[config.mk]
export PLATFORM = sky130hd
export DESIGN_NAME = gxp_expander
export DESIGN_NICKNAME = d
export VERILOG_FILES = /design/src/verilog/gxp_pkg.sv /design/src/verilog/gxp_expander.sv
export SDC_FILE = /design/constraint.sdc
export NUM_CORES = 1
export LEC_CHECK = 0
export BUFFER_PORTS_ARGS = -buffer_cell sky130_fd_sc_hd__buf_2
export CAP_MARGIN = 20
export CORE_ASPECT_RATIO = 0.8
export CORE_MARGIN = 10
export CORE_UTILIZATION = 35
export DETAILED_ROUTE_END_ITERATION = 8
export GPL_ROUTABILITY_DRIVEN = 0
export PLACE_DENSITY_LB_ADDON = 0.3
export SYNTH_ARGS = -nofsm -noshare
export SYNTH_HDL_FRONTEND = slang
export SYNTH_SLANG_ARGS = --single-unit
[constraint.sdc]
create_clock -name i_sys_clk -period 2.9 [get_ports i_sys_clk]
set_input_delay 0.29 -clock i_sys_clk [delete_from_list [all_inputs] [get_ports i_sys_clk]]
set_output_delay 0.29 -clock i_sys_clk [all_outputs]
set_load 0.05 [all_outputs]
[src/verilog/gxp_pkg.sv]
package gxp_pkg;

  localparam int NUM_PINS = 16;
  localparam int BANK_W = 8;

  // Pointer values of the base and extended register sets
  localparam logic [7:0] PTR_IN0 = 8'h00;
  localparam logic [7:0] PTR_IN1 = 8'h01;
  localparam logic [7:0] PTR_OUT0 = 8'h02;
  localparam logic [7:0] PTR_OUT1 = 8'h03;
  localparam logic [7:0] PTR_POL0 = 8'h04;
  localparam logic [7:0] PTR_POL1 = 8'h05;
  localparam logic [7:0] PTR_CFG0 = 8'h06;
  localparam logic [7:0] PTR_CFG1 = 8'h07;
  localparam logic [7:0] PTR_DRV0A = 8'h40;
  localparam logic [7:0] PTR_DRV0B = 8'h41;
  localparam logic [7:0] PTR_DRV1A = 8'h42;
  localparam logic [7:0] PTR_DRV1B = 8'h43;
  localparam logic [7:0] PTR_LAT0 = 8'h44;
  localparam logic [7:0] PTR_LAT1 = 8'h45;
  localparam logic [7:0] PTR_PEN0 = 8'h46;
  localparam logic [7:0] PTR_PEN1 = 8'h47;
  localparam logic [7:0] PTR_PSEL0 = 8'h48;
  localparam logic [7:0] PTR_PSEL1 = 8'h49;
  localparam logic [7:0] PTR_MASK0 = 8'h4a;
  localparam logic [7:0] PTR_MASK1 = 8'h4b;
  localparam logic [7:0] PTR_ISTAT0 = 8'h4c;
  localparam logic [7:0] PTR_ISTAT1 = 8'h4d;
  localparam logic [7:0] PTR_OPCFG = 8'h4f;
  localparam int PTR_EXT_BIT = 6;

  // Reset values
  localparam logic [15:0] RST_OUT = 16'hffff;
  localparam logic [15:0] RST_POL = 16'h0000;
  localparam logic [15:0] RST_CFG = 16'hffff;
  localparam logic [31:0] RST_DRV = 32'hffffffff;
  localparam logic [15:0] RST_LAT = 16'h0000;
  localparam logic [15:0] RST_PEN = 16'hffff;
  localparam logic [15:0] RST_PSEL = 16'hffff;
  localparam logic [15:0] RST_MASK = 16'hffff;
  localparam logic [1:0] RST_OPCFG = 2'h0;
  localparam logic [7:0] RST_PTR = 8'h00;

  // Fixed upper part of the slave address; arbitrary default
  localparam logic [3:0] SLAVE_ADDR_HI = 4'h4;
  localparam logic [3:0] BITS_PER_BYTE = 4'h8;

  typedef enum logic [3:0] {
    ST_IDLE, ST_ADDR, ST_ACK_ADDR, ST_CMD, ST_ACK_CMD, ST_WR, ST_ACK_WR, ST_RD, ST_RD_ACK
  } gxp_state_e;

  // Per-pin pad controls that do not take part in the pin data path
  typedef struct packed {
    logic [31:0] drive;
    logic [15:0] pull_en;
    logic [15:0] pull_up;
  } gxp_pad_s;

endpackage

[src/verilog/gxp_expander.sv]
`timescale 1ns/1ps
// Overview of operation
// RULE_01: Interrupt asserts while any unmasked pin differs from its input register value.
// RULE_02: All interrupt mask bits reset to masked.
// RULE_03: Reset loads every register default and returns the bus state machine to idle.
// RULE_04: Slave address low three bits come from the three address select pins.
// RULE_05: After reset all pins are inputs with pull resistor enabled pulling up.
// RULE_06: Interrupt pin is open drain, active low.
// RULE_07: Each bank selects push-pull or open-drain output stages.
// RULE_08: Read-only interrupt status shows which pins cause the interrupt.
// RULE_09: Each output bit has a two-bit, four-level drive strength setting.
// RULE_10: With latching on, a captured input change holds until the input register is read.
// RULE_11: Per-pin enable connects the pull resistor or leaves the input floating.
// RULE_12: Per-pin select chooses pull-up or pull-down.
// RULE_13: Per-pin mask bit blocks that pin from raising the interrupt.
// RULE_14: Base set is input, output, polarity and direction registers, one per port.
// RULE_15: Sixteen pins in two eight-bit banks.
// RULE_16: Output values are held and driven until rewritten.
// RULE_17: Byte after the address is a write-only pointer selecting the data register.
// RULE_18: Input registers follow pins in any direction; writes to them are ignored.
// RULE_19: Last address bit one means read, zero means write.
// RULE_20: Pointer bit 6 with the low four bits selects the extended registers.
// RULE_21: Polarity inversion bit inverts the value returned in the input register.
module gxp_expander (
  input wire logic i_sys_clk,
  input wire logic i_rst_b,
  input wire logic i_scl,
  input wire logic i_sda,
  output logic o_sda_oe_b,
  output logic o_sda,
  input wire logic i_addr_select_bit0,
  input wire logic i_addr_select_bit1,
  input wire logic i_addr_select_bit2,
  input wire logic [7:0] i_bank_zero_pins,
  output logic [7:0] o_bank_zero_pins,
  output logic [7:0] o_bank_zero_pins_oe_b,
  input wire logic [7:0] i_bank_one_pins,
  output logic [7:0] o_bank_one_pins,
  output logic [7:0] o_bank_one_pins_oe_b,
  output logic o_int_oe_b,
  output logic o_int,
  output gxp_pkg::gxp_pad_s o_pad_cfg
);

  // Two-of-three agreement filter on a synchronised input
  function automatic logic [15:0] agree(input logic [15:0] s2, input logic [15:0] s3, input logic [15:0] cur);
    agree = (s2 & s3) | (cur & (s2 ^ s3));
  endfunction

  gxp_pkg::gxp_state_e state_r;
  logic [2:0] scl_s_r, sda_s_r, asel_s1_r, asel_s2_r, asel_s3_r;
  logic scl_f_r, sda_f_r, scl_d_r, sda_d_r;
  logic [2:0] asel_f_r;
  logic [15:0] pin_s1_r, pin_s2_r, pin_s3_r, pin_f_r;
  logic [3:0] bitcnt_r;
  logic [7:0] shift_r, tx_r, ptr_r;
  logic rw_r, nack_r;
  logic [15:0] out_r, pol_r, cfg_r, lat_r, pen_r, psel_r, mask_r;
  logic [31:0] drv_r;
  logic [1:0] opcfg_r;
  logic [15:0] snap_r, lat_val_r, pend_r, istat_r;
  logic scl_rise, scl_fall, start_det, stop_det, wr_en, rd_load;
  logic [15:0] in_val, in_rd, diff, asel_agree;
  logic [7:0] rd_data;

  // Bus and pin synchronisers
  always_ff @(posedge i_sys_clk or negedge i_rst_b) begin
    if (!i_rst_b) begin
      scl_s_r <= 3'h7;
      sda_s_r <= 3'h7;
      scl_f_r <= 1'b1;
      sda_f_r <= 1'b1;
      scl_d_r <= 1'b1;
      sda_d_r <= 1'b1;
    end else begin
      scl_s_r <= {scl_s_r[1:0], i_scl};
      sda_s_r <= {sda_s_r[1:0], i_sda};
      if (scl_s_r[1] == scl_s_r[2]) begin
        scl_f_r <= scl_s_r[2];
      end
      if (sda_s_r[1] == sda_s_r[2]) begin
        sda_f_r <= sda_s_r[2];
      end
      scl_d_r <= scl_f_r;
      sda_d_r <= sda_f_r;
    end
  end

  always_ff @(posedge i_sys_clk or negedge i_rst_b) begin
    if (!i_rst_b) begin
      pin_s1_r <= 16'h0000;
      pin_s2_r <= 16'h0000;
      pin_s3_r <= 16'h0000;
      pin_f_r <= 16'h0000;
      asel_s1_r <= 3'h0;
      asel_s2_r <= 3'h0;
      asel_s3_r <= 3'h0;
      asel_f_r <= 3'h0;
    end else begin
      pin_s1_r <= {i_bank_one_pins, i_bank_zero_pins};
      pin_s2_r <= pin_s1_r;
      pin_s3_r <= pin_s2_r;
      pin_f_r <= agree(pin_s2_r, pin_s3_r, pin_f_r);
      asel_s1_r <= {i_addr_select_bit2, i_addr_select_bit1, i_addr_select_bit0};
      asel_s2_r <= asel_s1_r;
      asel_s3_r <= asel_s2_r;
      asel_f_r <= asel_agree[2:0]; // RULE_04
    end
  end

  assign asel_agree = agree({13'h0000, asel_s2_r}, {13'h0000, asel_s3_r}, {13'h0000, asel_f_r});
  assign scl_rise = scl_f_r & ~scl_d_r;
  assign scl_fall = ~scl_f_r & scl_d_r;
  assign start_det = scl_f_r & scl_d_r & sda_d_r & ~sda_f_r;
  assign stop_det = scl_f_r & scl_d_r & ~sda_d_r & sda_f_r;
  assign wr_en = (state_r == gxp_pkg::ST_WR) & scl_fall & (bitcnt_r == gxp_pkg::BITS_PER_BYTE);
  assign rd_load = scl_fall & (((state_r == gxp_pkg::ST_ACK_ADDR) & rw_r) | ((state_r == gxp_pkg::ST_RD_ACK) & ~nack_r));

  assign in_val = pin_f_r ^ pol_r; // RULE_18 RULE_21
  assign in_rd = (pend_r & lat_val_r) | (~pend_r & in_val); // RULE_10
  assign diff = in_val ^ snap_r;

  // Register read decode; unmapped pointers read zero
  always_comb begin
    case (ptr_r)
      gxp_pkg::PTR_IN0: rd_data = in_rd[7:0];
      gxp_pkg::PTR_IN1: rd_data = in_rd[15:8];
      gxp_pkg::PTR_OUT0: rd_data = out_r[7:0];
      gxp_pkg::PTR_OUT1: rd_data = out_r[15:8];
      gxp_pkg::PTR_POL0: rd_data = pol_r[7:0];
      gxp_pkg::PTR_POL1: rd_data = pol_r[15:8];
      gxp_pkg::PTR_CFG0: rd_data = cfg_r[7:0];
      gxp_pkg::PTR_CFG1: rd_data = cfg_r[15:8];
      gxp_pkg::PTR_DRV0A: rd_data = drv_r[7:0];
      gxp_pkg::PTR_DRV0B: rd_data = drv_r[15:8];
      gxp_pkg::PTR_DRV1A: rd_data = drv_r[23:16];
      gxp_pkg::PTR_DRV1B: rd_data = drv_r[31:24];
      gxp_pkg::PTR_LAT0: rd_data = lat_r[7:0];
      gxp_pkg::PTR_LAT1: rd_data = lat_r[15:8];
      gxp_pkg::PTR_PEN0: rd_data = pen_r[7:0];
      gxp_pkg::PTR_PEN1: rd_data = pen_r[15:8];
      gxp_pkg::PTR_PSEL0: rd_data = psel_r[7:0];
      gxp_pkg::PTR_PSEL1: rd_data = psel_r[15:8];
      gxp_pkg::PTR_MASK0: rd_data = mask_r[7:0];
      gxp_pkg::PTR_MASK1: rd_data = mask_r[15:8];
      gxp_pkg::PTR_ISTAT0: rd_data = istat_r[7:0]; // RULE_08 RULE_20
      gxp_pkg::PTR_ISTAT1: rd_data = istat_r[15:8];
      gxp_pkg::PTR_OPCFG: rd_data = {6'h00, opcfg_r};
      default: rd_data = 8'h00;
    endcase
  end

  // Serial slave state machine
  always_ff @(posedge i_sys_clk or negedge i_rst_b) begin
    if (!i_rst_b) begin
      state_r <= gxp_pkg::ST_IDLE; // RULE_03
      bitcnt_r <= 4'h0;
      shift_r <= 8'h00;
      tx_r <= 8'h00;
      ptr_r <= gxp_pkg::RST_PTR;
      rw_r <= 1'b0;
      nack_r <= 1'b0;
      o_sda_oe_b <= 1'b1;
    end else if (start_det) begin
      state_r <= gxp_pkg::ST_ADDR;
      bitcnt_r <= 4'h0;
      o_sda_oe_b <= 1'b1;
    end else if (stop_det) begin
      state_r <= gxp_pkg::ST_IDLE;
      o_sda_oe_b <= 1'b1;
    end else begin
      case (state_r)
        gxp_pkg::ST_ADDR, gxp_pkg::ST_CMD, gxp_pkg::ST_WR: begin
          if (scl_rise) begin
            shift_r <= {shift_r[6:0], sda_f_r};
            bitcnt_r <= bitcnt_r + 4'h1;
          end else if (scl_fall && bitcnt_r == gxp_pkg::BITS_PER_BYTE) begin
            o_sda_oe_b <= 1'b0;
            if (state_r == gxp_pkg::ST_ADDR) begin
              if (shift_r[7:1] == {gxp_pkg::SLAVE_ADDR_HI, asel_f_r}) begin // RULE_04
                state_r <= gxp_pkg::ST_ACK_ADDR;
                rw_r <= shift_r[0]; // RULE_19
              end else begin
                state_r <= gxp_pkg::ST_IDLE;
                o_sda_oe_b <= 1'b1;
              end
            end else if (state_r == gxp_pkg::ST_CMD) begin
              ptr_r <= shift_r; // RULE_17
              state_r <= gxp_pkg::ST_ACK_CMD;
            end else begin
              ptr_r <= {ptr_r[7:1], ~ptr_r[0]};
              state_r <= gxp_pkg::ST_ACK_WR;
            end
          end
        end
        gxp_pkg::ST_ACK_ADDR, gxp_pkg::ST_ACK_CMD, gxp_pkg::ST_ACK_WR: begin
          if (scl_fall) begin
            bitcnt_r <= 4'h0;
            if (state_r == gxp_pkg::ST_ACK_ADDR && rw_r) begin
              tx_r <= rd_data;
              o_sda_oe_b <= rd_data[7];
              ptr_r <= {ptr_r[7:1], ~ptr_r[0]};
              state_r <= gxp_pkg::ST_RD;
            end else begin
              o_sda_oe_b <= 1'b1;
              state_r <= (state_r == gxp_pkg::ST_ACK_ADDR) ? gxp_pkg::ST_CMD : gxp_pkg::ST_WR;
            end
          end
        end
        gxp_pkg::ST_RD: begin
          if (scl_fall) begin
            bitcnt_r <= bitcnt_r + 4'h1;
            tx_r <= {tx_r[6:0], 1'b1};
            o_sda_oe_b <= (bitcnt_r == 4'h7) ? 1'b1 : tx_r[6];
            if (bitcnt_r == 4'h7) begin
              state_r <= gxp_pkg::ST_RD_ACK;
            end
          end
        end
        gxp_pkg::ST_RD_ACK: begin
          if (scl_rise) begin
            nack_r <= sda_f_r;
          end else if (scl_fall) begin
            bitcnt_r <= 4'h0;
            if (nack_r) begin
              state_r <= gxp_pkg::ST_IDLE;
            end else begin
              tx_r <= rd_data;
              o_sda_oe_b <= rd_data[7];
              ptr_r <= {ptr_r[7:1], ~ptr_r[0]};
              state_r <= gxp_pkg::ST_RD;
            end
          end
        end
        default: state_r <= gxp_pkg::ST_IDLE;
      endcase
    end
  end

  // Writable registers; input and status pointers take no write
  always_ff @(posedge i_sys_clk or negedge i_rst_b) begin
    if (!i_rst_b) begin
      out_r <= gxp_pkg::RST_OUT;
      pol_r <= gxp_pkg::RST_POL;
      cfg_r <= gxp_pkg::RST_CFG; // RULE_05
      drv_r <= gxp_pkg::RST_DRV;
      lat_r <= gxp_pkg::RST_LAT;
      pen_r <= gxp_pkg::RST_PEN; // RULE_05
      psel_r <= gxp_pkg::RST_PSEL;
      mask_r <= gxp_pkg::RST_MASK; // RULE_02
      opcfg_r <= gxp_pkg::RST_OPCFG;
    end else if (wr_en) begin
      case (ptr_r)
        gxp_pkg::PTR_OUT0: out_r[7:0] <= shift_r; // RULE_14 RULE_16
        gxp_pkg::PTR_OUT1: out_r[15:8] <= shift_r;
        gxp_pkg::PTR_POL0: pol_r[7:0] <= shift_r;
        gxp_pkg::PTR_POL1: pol_r[15:8] <= shift_r;
        gxp_pkg::PTR_CFG0: cfg_r[7:0] <= shift_r;
        gxp_pkg::PTR_CFG1: cfg_r[15:8] <= shift_r;
        gxp_pkg::PTR_DRV0A: drv_r[7:0] <= shift_r; // RULE_09
        gxp_pkg::PTR_DRV0B: drv_r[15:8] <= shift_r;
        gxp_pkg::PTR_DRV1A: drv_r[23:16] <= shift_r;
        gxp_pkg::PTR_DRV1B: drv_r[31:24] <= shift_r;
        gxp_pkg::PTR_LAT0: lat_r[7:0] <= shift_r;
        gxp_pkg::PTR_LAT1: lat_r[15:8] <= shift_r;
        gxp_pkg::PTR_PEN0: pen_r[7:0] <= shift_r; // RULE_11
        gxp_pkg::PTR_PEN1: pen_r[15:8] <= shift_r;
        gxp_pkg::PTR_PSEL0: psel_r[7:0] <= shift_r; // RULE_12
        gxp_pkg::PTR_PSEL1: psel_r[15:8] <= shift_r;
        gxp_pkg::PTR_MASK0: mask_r[7:0] <= shift_r; // RULE_13
        gxp_pkg::PTR_MASK1: mask_r[15:8] <= shift_r;
        gxp_pkg::PTR_OPCFG: opcfg_r <= shift_r[1:0]; // RULE_07
        default: opcfg_r <= opcfg_r; // RULE_18
      endcase
    end
  end

  // Change tracking: snapshot of the last value read, latched captures, status
  always_ff @(posedge i_sys_clk or negedge i_rst_b) begin
    if (!i_rst_b) begin
      snap_r <= 16'h0000;
      lat_val_r <= 16'h0000;
      pend_r <= 16'h0000;
      istat_r <= 16'h0000;
    end else begin
      for (int b = 0; b < gxp_pkg::NUM_PINS; b++) begin
        if (rd_load && ptr_r == ((b < gxp_pkg::BANK_W) ? gxp_pkg::PTR_IN0 : gxp_pkg::PTR_IN1)) begin
          snap_r[b] <= in_rd[b];
          pend_r[b] <= 1'b0; // RULE_10
        end else if (lat_r[b] && diff[b] && !pend_r[b]) begin
          lat_val_r[b] <= in_val[b];
          pend_r[b] <= 1'b1; // RULE_10
        end
      end
      istat_r <= (diff | pend_r) & ~mask_r; // RULE_01 RULE_08 RULE_13
    end
  end

  // Pin, pad and interrupt outputs, all registered
  always_ff @(posedge i_sys_clk or negedge i_rst_b) begin
    if (!i_rst_b) begin
      o_bank_zero_pins <= 8'hff;
      o_bank_one_pins <= 8'hff;
      o_bank_zero_pins_oe_b <= 8'hff;
      o_bank_one_pins_oe_b <= 8'hff;
      o_pad_cfg <= '{drive: gxp_pkg::RST_DRV, pull_en: gxp_pkg::RST_PEN, pull_up: gxp_pkg::RST_PSEL};
      o_int_oe_b <= 1'b1;
      o_int <= 1'b0;
      o_sda <= 1'b0;
    end else begin
      o_bank_zero_pins <= out_r[7:0]; // RULE_15 RULE_16
      o_bank_one_pins <= out_r[15:8];
      // Open-drain banks release the pin for a one instead of driving it high
      o_bank_zero_pins_oe_b <= cfg_r[7:0] | ({8{opcfg_r[0]}} & out_r[7:0]); // RULE_07
      o_bank_one_pins_oe_b <= cfg_r[15:8] | ({8{opcfg_r[1]}} & out_r[15:8]);
      o_pad_cfg <= '{drive: drv_r, pull_en: pen_r, pull_up: psel_r}; // RULE_09 RULE_11 RULE_12
      o_int_oe_b <= ~|istat_r; // RULE_01 RULE_06
      o_int <= 1'b0;
      o_sda <= 1'b0;
    end
  end

endmodule

==> results of run 1 <==
==> final cells by class <==
cell class | count | area share, %
diodes | 1 | 0.0119
clock buffers | 67 | 6.33
clock inverters | 12 | 0.571
inverters | 27 | 0.482
multi-input cells | 843 | 30.2
flip-flops and latches | 427 | 52.1
well taps | 675 | 4.02
repair buffers | 195 | 6.20
==> routing by layer <==
layer	GRT usage (%)	part of all wire, %	vias to the layer above
li1	-	-	5281
met1	23.4	44	6140
met2	25.5	44	482
met3	4.71	8.6	114
met4	5.12	2.8	0
met5	0	0	-
==> layout by cell type (no fill, tap or decap), types with 9 or more instances in the layout <==
master	netlist	routed
a21o_1	37	37
xor2_1	24	24
nor2_1	67	67
inv_1	27	27
o21ai_0	55	55
buf_4	3	47
dfrtp_1	207	206
a22oi_1	15	15
mux2_2	177	177
nand3_1	34	34
xnor2_1	11	11
nand2_1	99	99
nor4b_1	11	10
dfstp_2	220	220
clkbuf_16	0	47
a31oi_1	9	9
buf_2	19	119
nor2b_1	13	13
clkbuf_1	44	12
nor3_1	16	16
dlygate4sd3_1	0	22
a21oi_1	36	36
ha_1	21	21
mux2i_1	27	27
o22ai_1	17	17
==> critical path, cell delays in order (launching register included) <==
cell and delay, ns:
dfstp_2 0.60, nand2b_1 0.17, nor3_1 0.31, nand3_1 0.33, nor2_2 0.49, nand2_1 0.37
mux2_2 0.37
==> cells by family (layout without fill, tap and decap cells) <==
| group | after synthesis | count (layout) |
|---|---|---|
| multiplexers | 206 | 206 |
| adder cells (fa/ha/maj) | 24 | 24 |
| XOR/XNOR | 35 | 35 |
| AO/OA/AOI/OAI | 255 | 255 |
| other | 1 | 3 |
| flip-flops | 427 | 427 |
| AND/OR/NAND/NOR | 321 | 321 |
| buffers and inverters | 94 | 301 |
==> metrics by stage <==
step	hold WS (ns)	power (mW)
detailed placement	0.335	8.24
CTS	0.322	14.0
global route	0.357	14.5
global placement	0.333	8.22
finish	0.337	13.9
floorplan	-0.00559	7.45
==> final timing paths <==
path	from	end	slack, ns	cells past startpoint
setup / recovery	scl_d_r$_DFF_PN1_	pen_r[10]$_DFFE_PN1P_	0.18	6
hold / removal	i_rst_b	bitcnt_r[2]$_DFFE_PN0P_	0.34	2
setup reg to reg	scl_d_r$_DFF_PN1_	pen_r[10]$_DFFE_PN1P_	0.18	6
hold reg to reg	asel_s1_r[1]$_DFF_PN0_	asel_s2_r[1]$_DFF_PN0_	0.34	0
max in group asynchronous	i_rst_b	o_bank_zero_pins_oe_b[1]$_DFF_PN1_	1.55	3
min in group i_sys_clk	asel_s1_r[1]$_DFF_PN0_	asel_s2_r[1]$_DFF_PN0_	0.34	0
==> timing repair <==
| action | CTS | global route |
|---|---|---|
| setup endpoints to repair | 0 | 9 |
| hold buffers | 22 | 0 |
| hold endpoints to repair | 32 | 0 |
| gates resized for setup | 0 | 2 |
==> power groups by stage <==
stage | logic [mW] | registers (mW) | clock network, mW
floorplan | 0.933 | 6.52 | 0
global placement | 1.64 | 6.59 | 0
detailed placement | 1.65 | 6.59 | 0
CTS | 1.68 | 6.50 | 5.86
global route | 1.83 | 6.53 | 6.11
finish | 1.68 | 6.51 | 5.70
==> impl_results.md, run 1 <==
* Synth-to-Final Area Change at 18.9%
* Max reg flops at 64
* Drt total wl at 51500 um
* Yosys reg bits at 427
* Cell variety after synth at 80
* Clock power frac at 41.1%
* F_max at 368 MHz
* Final Instance Area at 21000 um2
* Leak at 9.49 nW
* Fin crit period at 2.72 ns
* Compound-Gate Fraction of Synth Area at 9.98%
* Dpl hpwl at 36200 um
* Primary FF master, synth: dfstp_2
* Most frequent cell after synthesis: dfstp_2
* Register area at 11000 um2
* CTS tree: built
* Top cells by count, synth: dfstp_2 (220), dfrtp_1 (207), mux2_2 (177), nand2_1 (99), nor2_1 (67)
* DR DRC count at 5
* Worst setup SP type: flop
* Maximum VDD drop at 0.361 mV
* Die Height at 221 um
* Inst Count DP at 2145
* Final worst setup slack at 0.181 ns
* Vias in the first global route at 12288
* Nets at 1582
* Max Cap Viol at 0
* Cell count after synthesis at 1363
* Sw frac at 27.1%
* H-tree depth at 2
* Initial antenna violation count at 1
* Io pins at 123
* Share of the synthesized area in the top cell type at 32.7%
* Multi-input gate area at 6360 um2
* Worst-path fanout max at 9
* Failing checks: DRC
* Post-synthesis simple-gate area fraction at 9.38%
* Status: finished, violations left
* First drt pass iteration count at 9
* Ys async rst share at 100%
* Tot GR Track Use at 17.0%
* Yosys Warn Count at 0
* Via/cell ratio at 5.35
* I/O Buffers at 120
* Sequential Power Share at 46.9%
* Xor and xnor fraction of the mapped netlist area at 1.73%
* Layout cells sized above 1 at 42.1%
* Pins Over Slew Limit at 0
* Grt ovf at 0
* Worst Tran Pin Value at 0.923 ns
* Starting Density at 35.5%
* Registers with the most flip-flops: o_pad_cfg x64, drv_r x32
* Fin Clk Skew at 0.0302 ns
* Pin count of the biggest net entering global routing at 85
* Latest clock arrival within the worst-skew pair at 0.58 ns
* Synthesized area per cell at 13.0 um2
* Iter 0 DRT Violations at 1348
* Placement Cell Area at 19300 um2
* First-pass GRT wire length at 79100 um
* Adder-cell share of the synthesized area at 1.66%
* Routed len/inst at 22.9 um
* Longest Clk Path Bufs at 3
* Top post-synthesis cells by area: dfstp_2 (33%), dfrtp_1 (29%), mux2_2 (11%)
* # clock sinks at 427
* Detail Route Antenna Nets at 0
* Largest family of logic cells by synthesized area: multiplexers
* Critical path arrival at 3.20 ns
* Final design utilization at 42.2%
* Cell taking the most area after synthesis: dfstp_2
* Pre-CTS WS at 0.0943 ns
* Power per standard cell area at 660 nW/um2
* Worst hold path class: in2async
* Postcts setup bufs at 0
* Core ar. at 49900 um2
* Register area share after synthesis at 62.0%
* Rel. slew slack at 38.3%
* Row cnt at 73
* NetSw at 3.76 mW
* Final Cycle Share at 93.8%
* Area of the mapped netlist at 17700 um2
* Clock slew at the register clock pins of the worst setup and hold paths at 0.06 ns
* Die W at 271 um
* CTS root buffer: clkbuf_16
* Via Count at 12017
* Combinational power share at 12.1%
* CP Capture Type: flop
* CP Class: reg2reg
* Reg with most FFs: o_pad_cfg
* Data required time at the worst endpoint at 3.38 ns
* Internal power at 10.1 mW
* Fin. Hold Viols at 0
* # fillers at 4668
* Final TNS setup at 0 ns
* Unrepaired setup endpoints after global routing: false
* Mux share of post-synthesis cell area at 13.1%
* Post-synth EDFFs at 0
* Setup-failing EPs final at 0
* Die area at 60000 um2
* Layout Cells excl Fill at 2247
* TritonCTS Buffers at 44
(Power assumes the default switching activity.)
==> run 2, diff against run 1 <==
==> constraint.sdc (replaced) <==
create_clock -name i_sys_clk -period 2.4 [get_ports i_sys_clk]
set_input_delay 0.24 -clock i_sys_clk [delete_from_list [all_inputs] [get_ports i_sys_clk]]
set_output_delay 0.24 -clock i_sys_clk [all_outputs]
set_load 0.05 [all_outputs]
==> run 2 against run 1 <==
The flow now finishes without violations. Non-clock buffer count grew 62. Design area grew 3.5%. Critical path depth up 2. Final cell count increased by 2.8%. Critical endpoint is now tx_r[2]$_DFFE_PN0P_.
==> impl_results.md, run 2 (same netlist as run 1, synthesis figures left out) <==
* Status: finished, final reports clean
* Die Height at 221 um (unchanged)
* Grt ovf at 0 (unchanged)
* Clock slew at the register clock pins of the worst setup and hold paths at 0.07 ns (about the same)
* Initial antenna violation count at 1 (unchanged)
* Vias in the first global route at 12507 (+1.8%)
* Critical path arrival at 2.84 ns (-0.36 ns)
* Die W at 271 um (unchanged)
* Synth-to-Final Area Change at 23.1%
* Starting Density at 35.5% (unchanged)
* Unrepaired setup endpoints after global routing: false
* Reg with most FFs: o_pad_cfg
* Core ar. at 49900 um2 (unchanged)
* Final Instance Area at 21800 um2 (+3.5%)
* Registers with the most flip-flops: o_pad_cfg x64, drv_r x32
* Fin crit period at 2.39 ns (-0.327 ns)
* Longest Clk Path Bufs at 3 (unchanged)
* Max Cap Viol at 0 (unchanged)
* Drt total wl at 52400 um (+1.8%)
* Data required time at the worst endpoint at 2.84 ns (-0.54 ns)
* Worst Tran Pin Value at 0.692 ns (-0.232 ns)
* Maximum VDD drop at 0.488 mV (+35%)
* Max reg flops at 64 (unchanged)
* Power Total at 17.4 mW (+25%)
* First-pass GRT wire length at 80200 um (+1.5%)
* Final TNS setup at 0 ns (unchanged)
* H-tree depth at 2 (unchanged)
* Detail Route Antenna Nets at 0 (unchanged)
* # fillers at 4571 (-2.1%)
* Layout Cells excl Fill at 2309 (+2.8%)
* Iter 0 DRT Violations at 1264 (-6.2%)
* Rel. slew slack at 53.3% (+15 points)
* Latest clock arrival within the worst-skew pair at 0.58 ns (about the same)
* Min Hold Slack at 0.229 ns (-0.109 ns)
* Final Cycle Share at 99.7% (+5.9 points)
* Layout cells sized above 1 at 45.1% (+3.0 points)
* Dpl hpwl at 38100 um (+5.2%)
* Io pins at 123 (unchanged)
* F_max at 418 MHz (+14%)
* Die area at 60000 um2 (unchanged)
* Worst setup SP type: flop
* Power per standard cell area at 797 nW/um2 (+21%)
* DR DRC count at 0 (-5)
* Placement Cell Area at 19900 um2 (+2.9%)
* I/O Buffers at 120 (unchanged)
* Fin. Hold Viols at 0 (unchanged)
* Inst Count DP at 2206 (+2.8%)
* CP Capture Type: flop
* TritonCTS Buffers at 44 (unchanged)
* Register area at 11000 um2 (about the same)
* Via/cell ratio at 5.36 (+0.14%)
* Tot GR Track Use at 17.2% (+0.25 points)
* Pin count of the biggest net entering global routing at 78 (-8.2%)
* Worst-path fanout max at 6 (-3)
* # clock sinks at 427 (unchanged)
* Via Count at 12366 (+2.9%)
* CP Class: reg2reg
* Leak at 9.89 nW (+4.2%)
* First drt pass iteration count at 8 (-1)
* Nets at 1644 (+3.9%)
* Worst hold path class: in2async
* Routed len/inst at 22.7 um (-0.95%)
* Most frequent cells in the layout: dfstp_2 (220), dfrtp_1 (203), mux2_2 (177), buf_2 (119)
* Setup-failing EPs final at 0 (unchanged)
* Fin Clk Skew at 0.0247 ns (-0.00550 ns)
* Commonest non-fill, non-tap cell in the layout: dfstp_2
* Multi-input gate area at 6400 um2 (+0.63%)
* Row cnt at 73 (unchanged)
* Pins Over Slew Limit at 0 (unchanged)
* CTS root buffer: clkbuf_16
* CTS tree: built
[run 2: worst paths after layout]
check | start | endpoint | slack, ns | cells past startpoint
max in group asynchronous | i_rst_b | o_pad_cfg[23]$_DFF_PN1_ | 1.33 | 3
worst max-delay path | ptr_r[0]$_DFFE_PN0P_ | tx_r[2]$_DFFE_PN0P_ | 0.008 | 8
min in group i_sys_clk | i_bank_one_pins[7] | pin_s1_r[15]$_DFF_PN0_ | 0.31 | 2
worst max register to register | ptr_r[0]$_DFFE_PN0P_ | tx_r[2]$_DFFE_PN0P_ | 0.008 | 8
worst min register to register | pin_s1_r[7]$_DFF_PN0_ | pin_s2_r[7]$_DFF_PN0_ | 0.34 | 0
worst min-delay path | i_rst_b | tx_r[3]$_DFFE_PN0P_ | 0.23 | 2
[run 2: per-stage QoR]
step	utilization (%)	setup slack, ns
2_1_floorplan	-	0.291
3_3_place_gp	39.9	0.0162
3_5_place_dp	39.9	-0.00689
4_1_cts	43.6	0.0351
5_1_grt	43.7	0.00166
6_report	43.7	0.00765
[run 2: what timing repair did]
action | in CTS | in global routing
resized for setup | 1 | 12
hold buffers | 22 | 0
endpoints found under the hold margin | 74 | 0
buffers inserted | 1 | 0
endpoints found under the setup margin | 2 | 129
[run 2: cell type report]
cell class | count | share of cell area [%]
clock buffers | 63 | 6.05
inverters | 27 | 0.465
repair buffers | 257 | 8.70
diodes | 1 | 0.0115
flip-flops and latches | 427 | 50.4
well taps | 675 | 3.88
clock inverters | 16 | 1.14
multi-input cells | 843 | 29.4
[run 2: worst max-delay path, cell delays in order, from the launching register on]
cell and delay, ns:
dfrtp_2 0.48, buf_12 0.15, mux2_2 0.33, a22oi_1 0.23
o32ai_1 0.15, a21o_1 0.17, a2111oi_0 0.51, buf_4 0.20
o21ai_0 0.06
[run 2: per-layer routing]
layer  vias up  wire length (um)  part of all wire, %  GRT usage, %
li1       5406                 -                    -             -
met5         -                 0                    0             0
met1      6304             23000                   44          23.9
met4         0              1480                  2.8          5.51
met2       541             23100                   44          25.5
met3       115              4780                  9.1          4.82
[run 2: report_power, final]
part	switching [mW]	internal (mW)	total, mW
sequential	0.294	7.55	7.85
clock	2.85	4.48	7.33
combinational	1.44	0.735	2.18
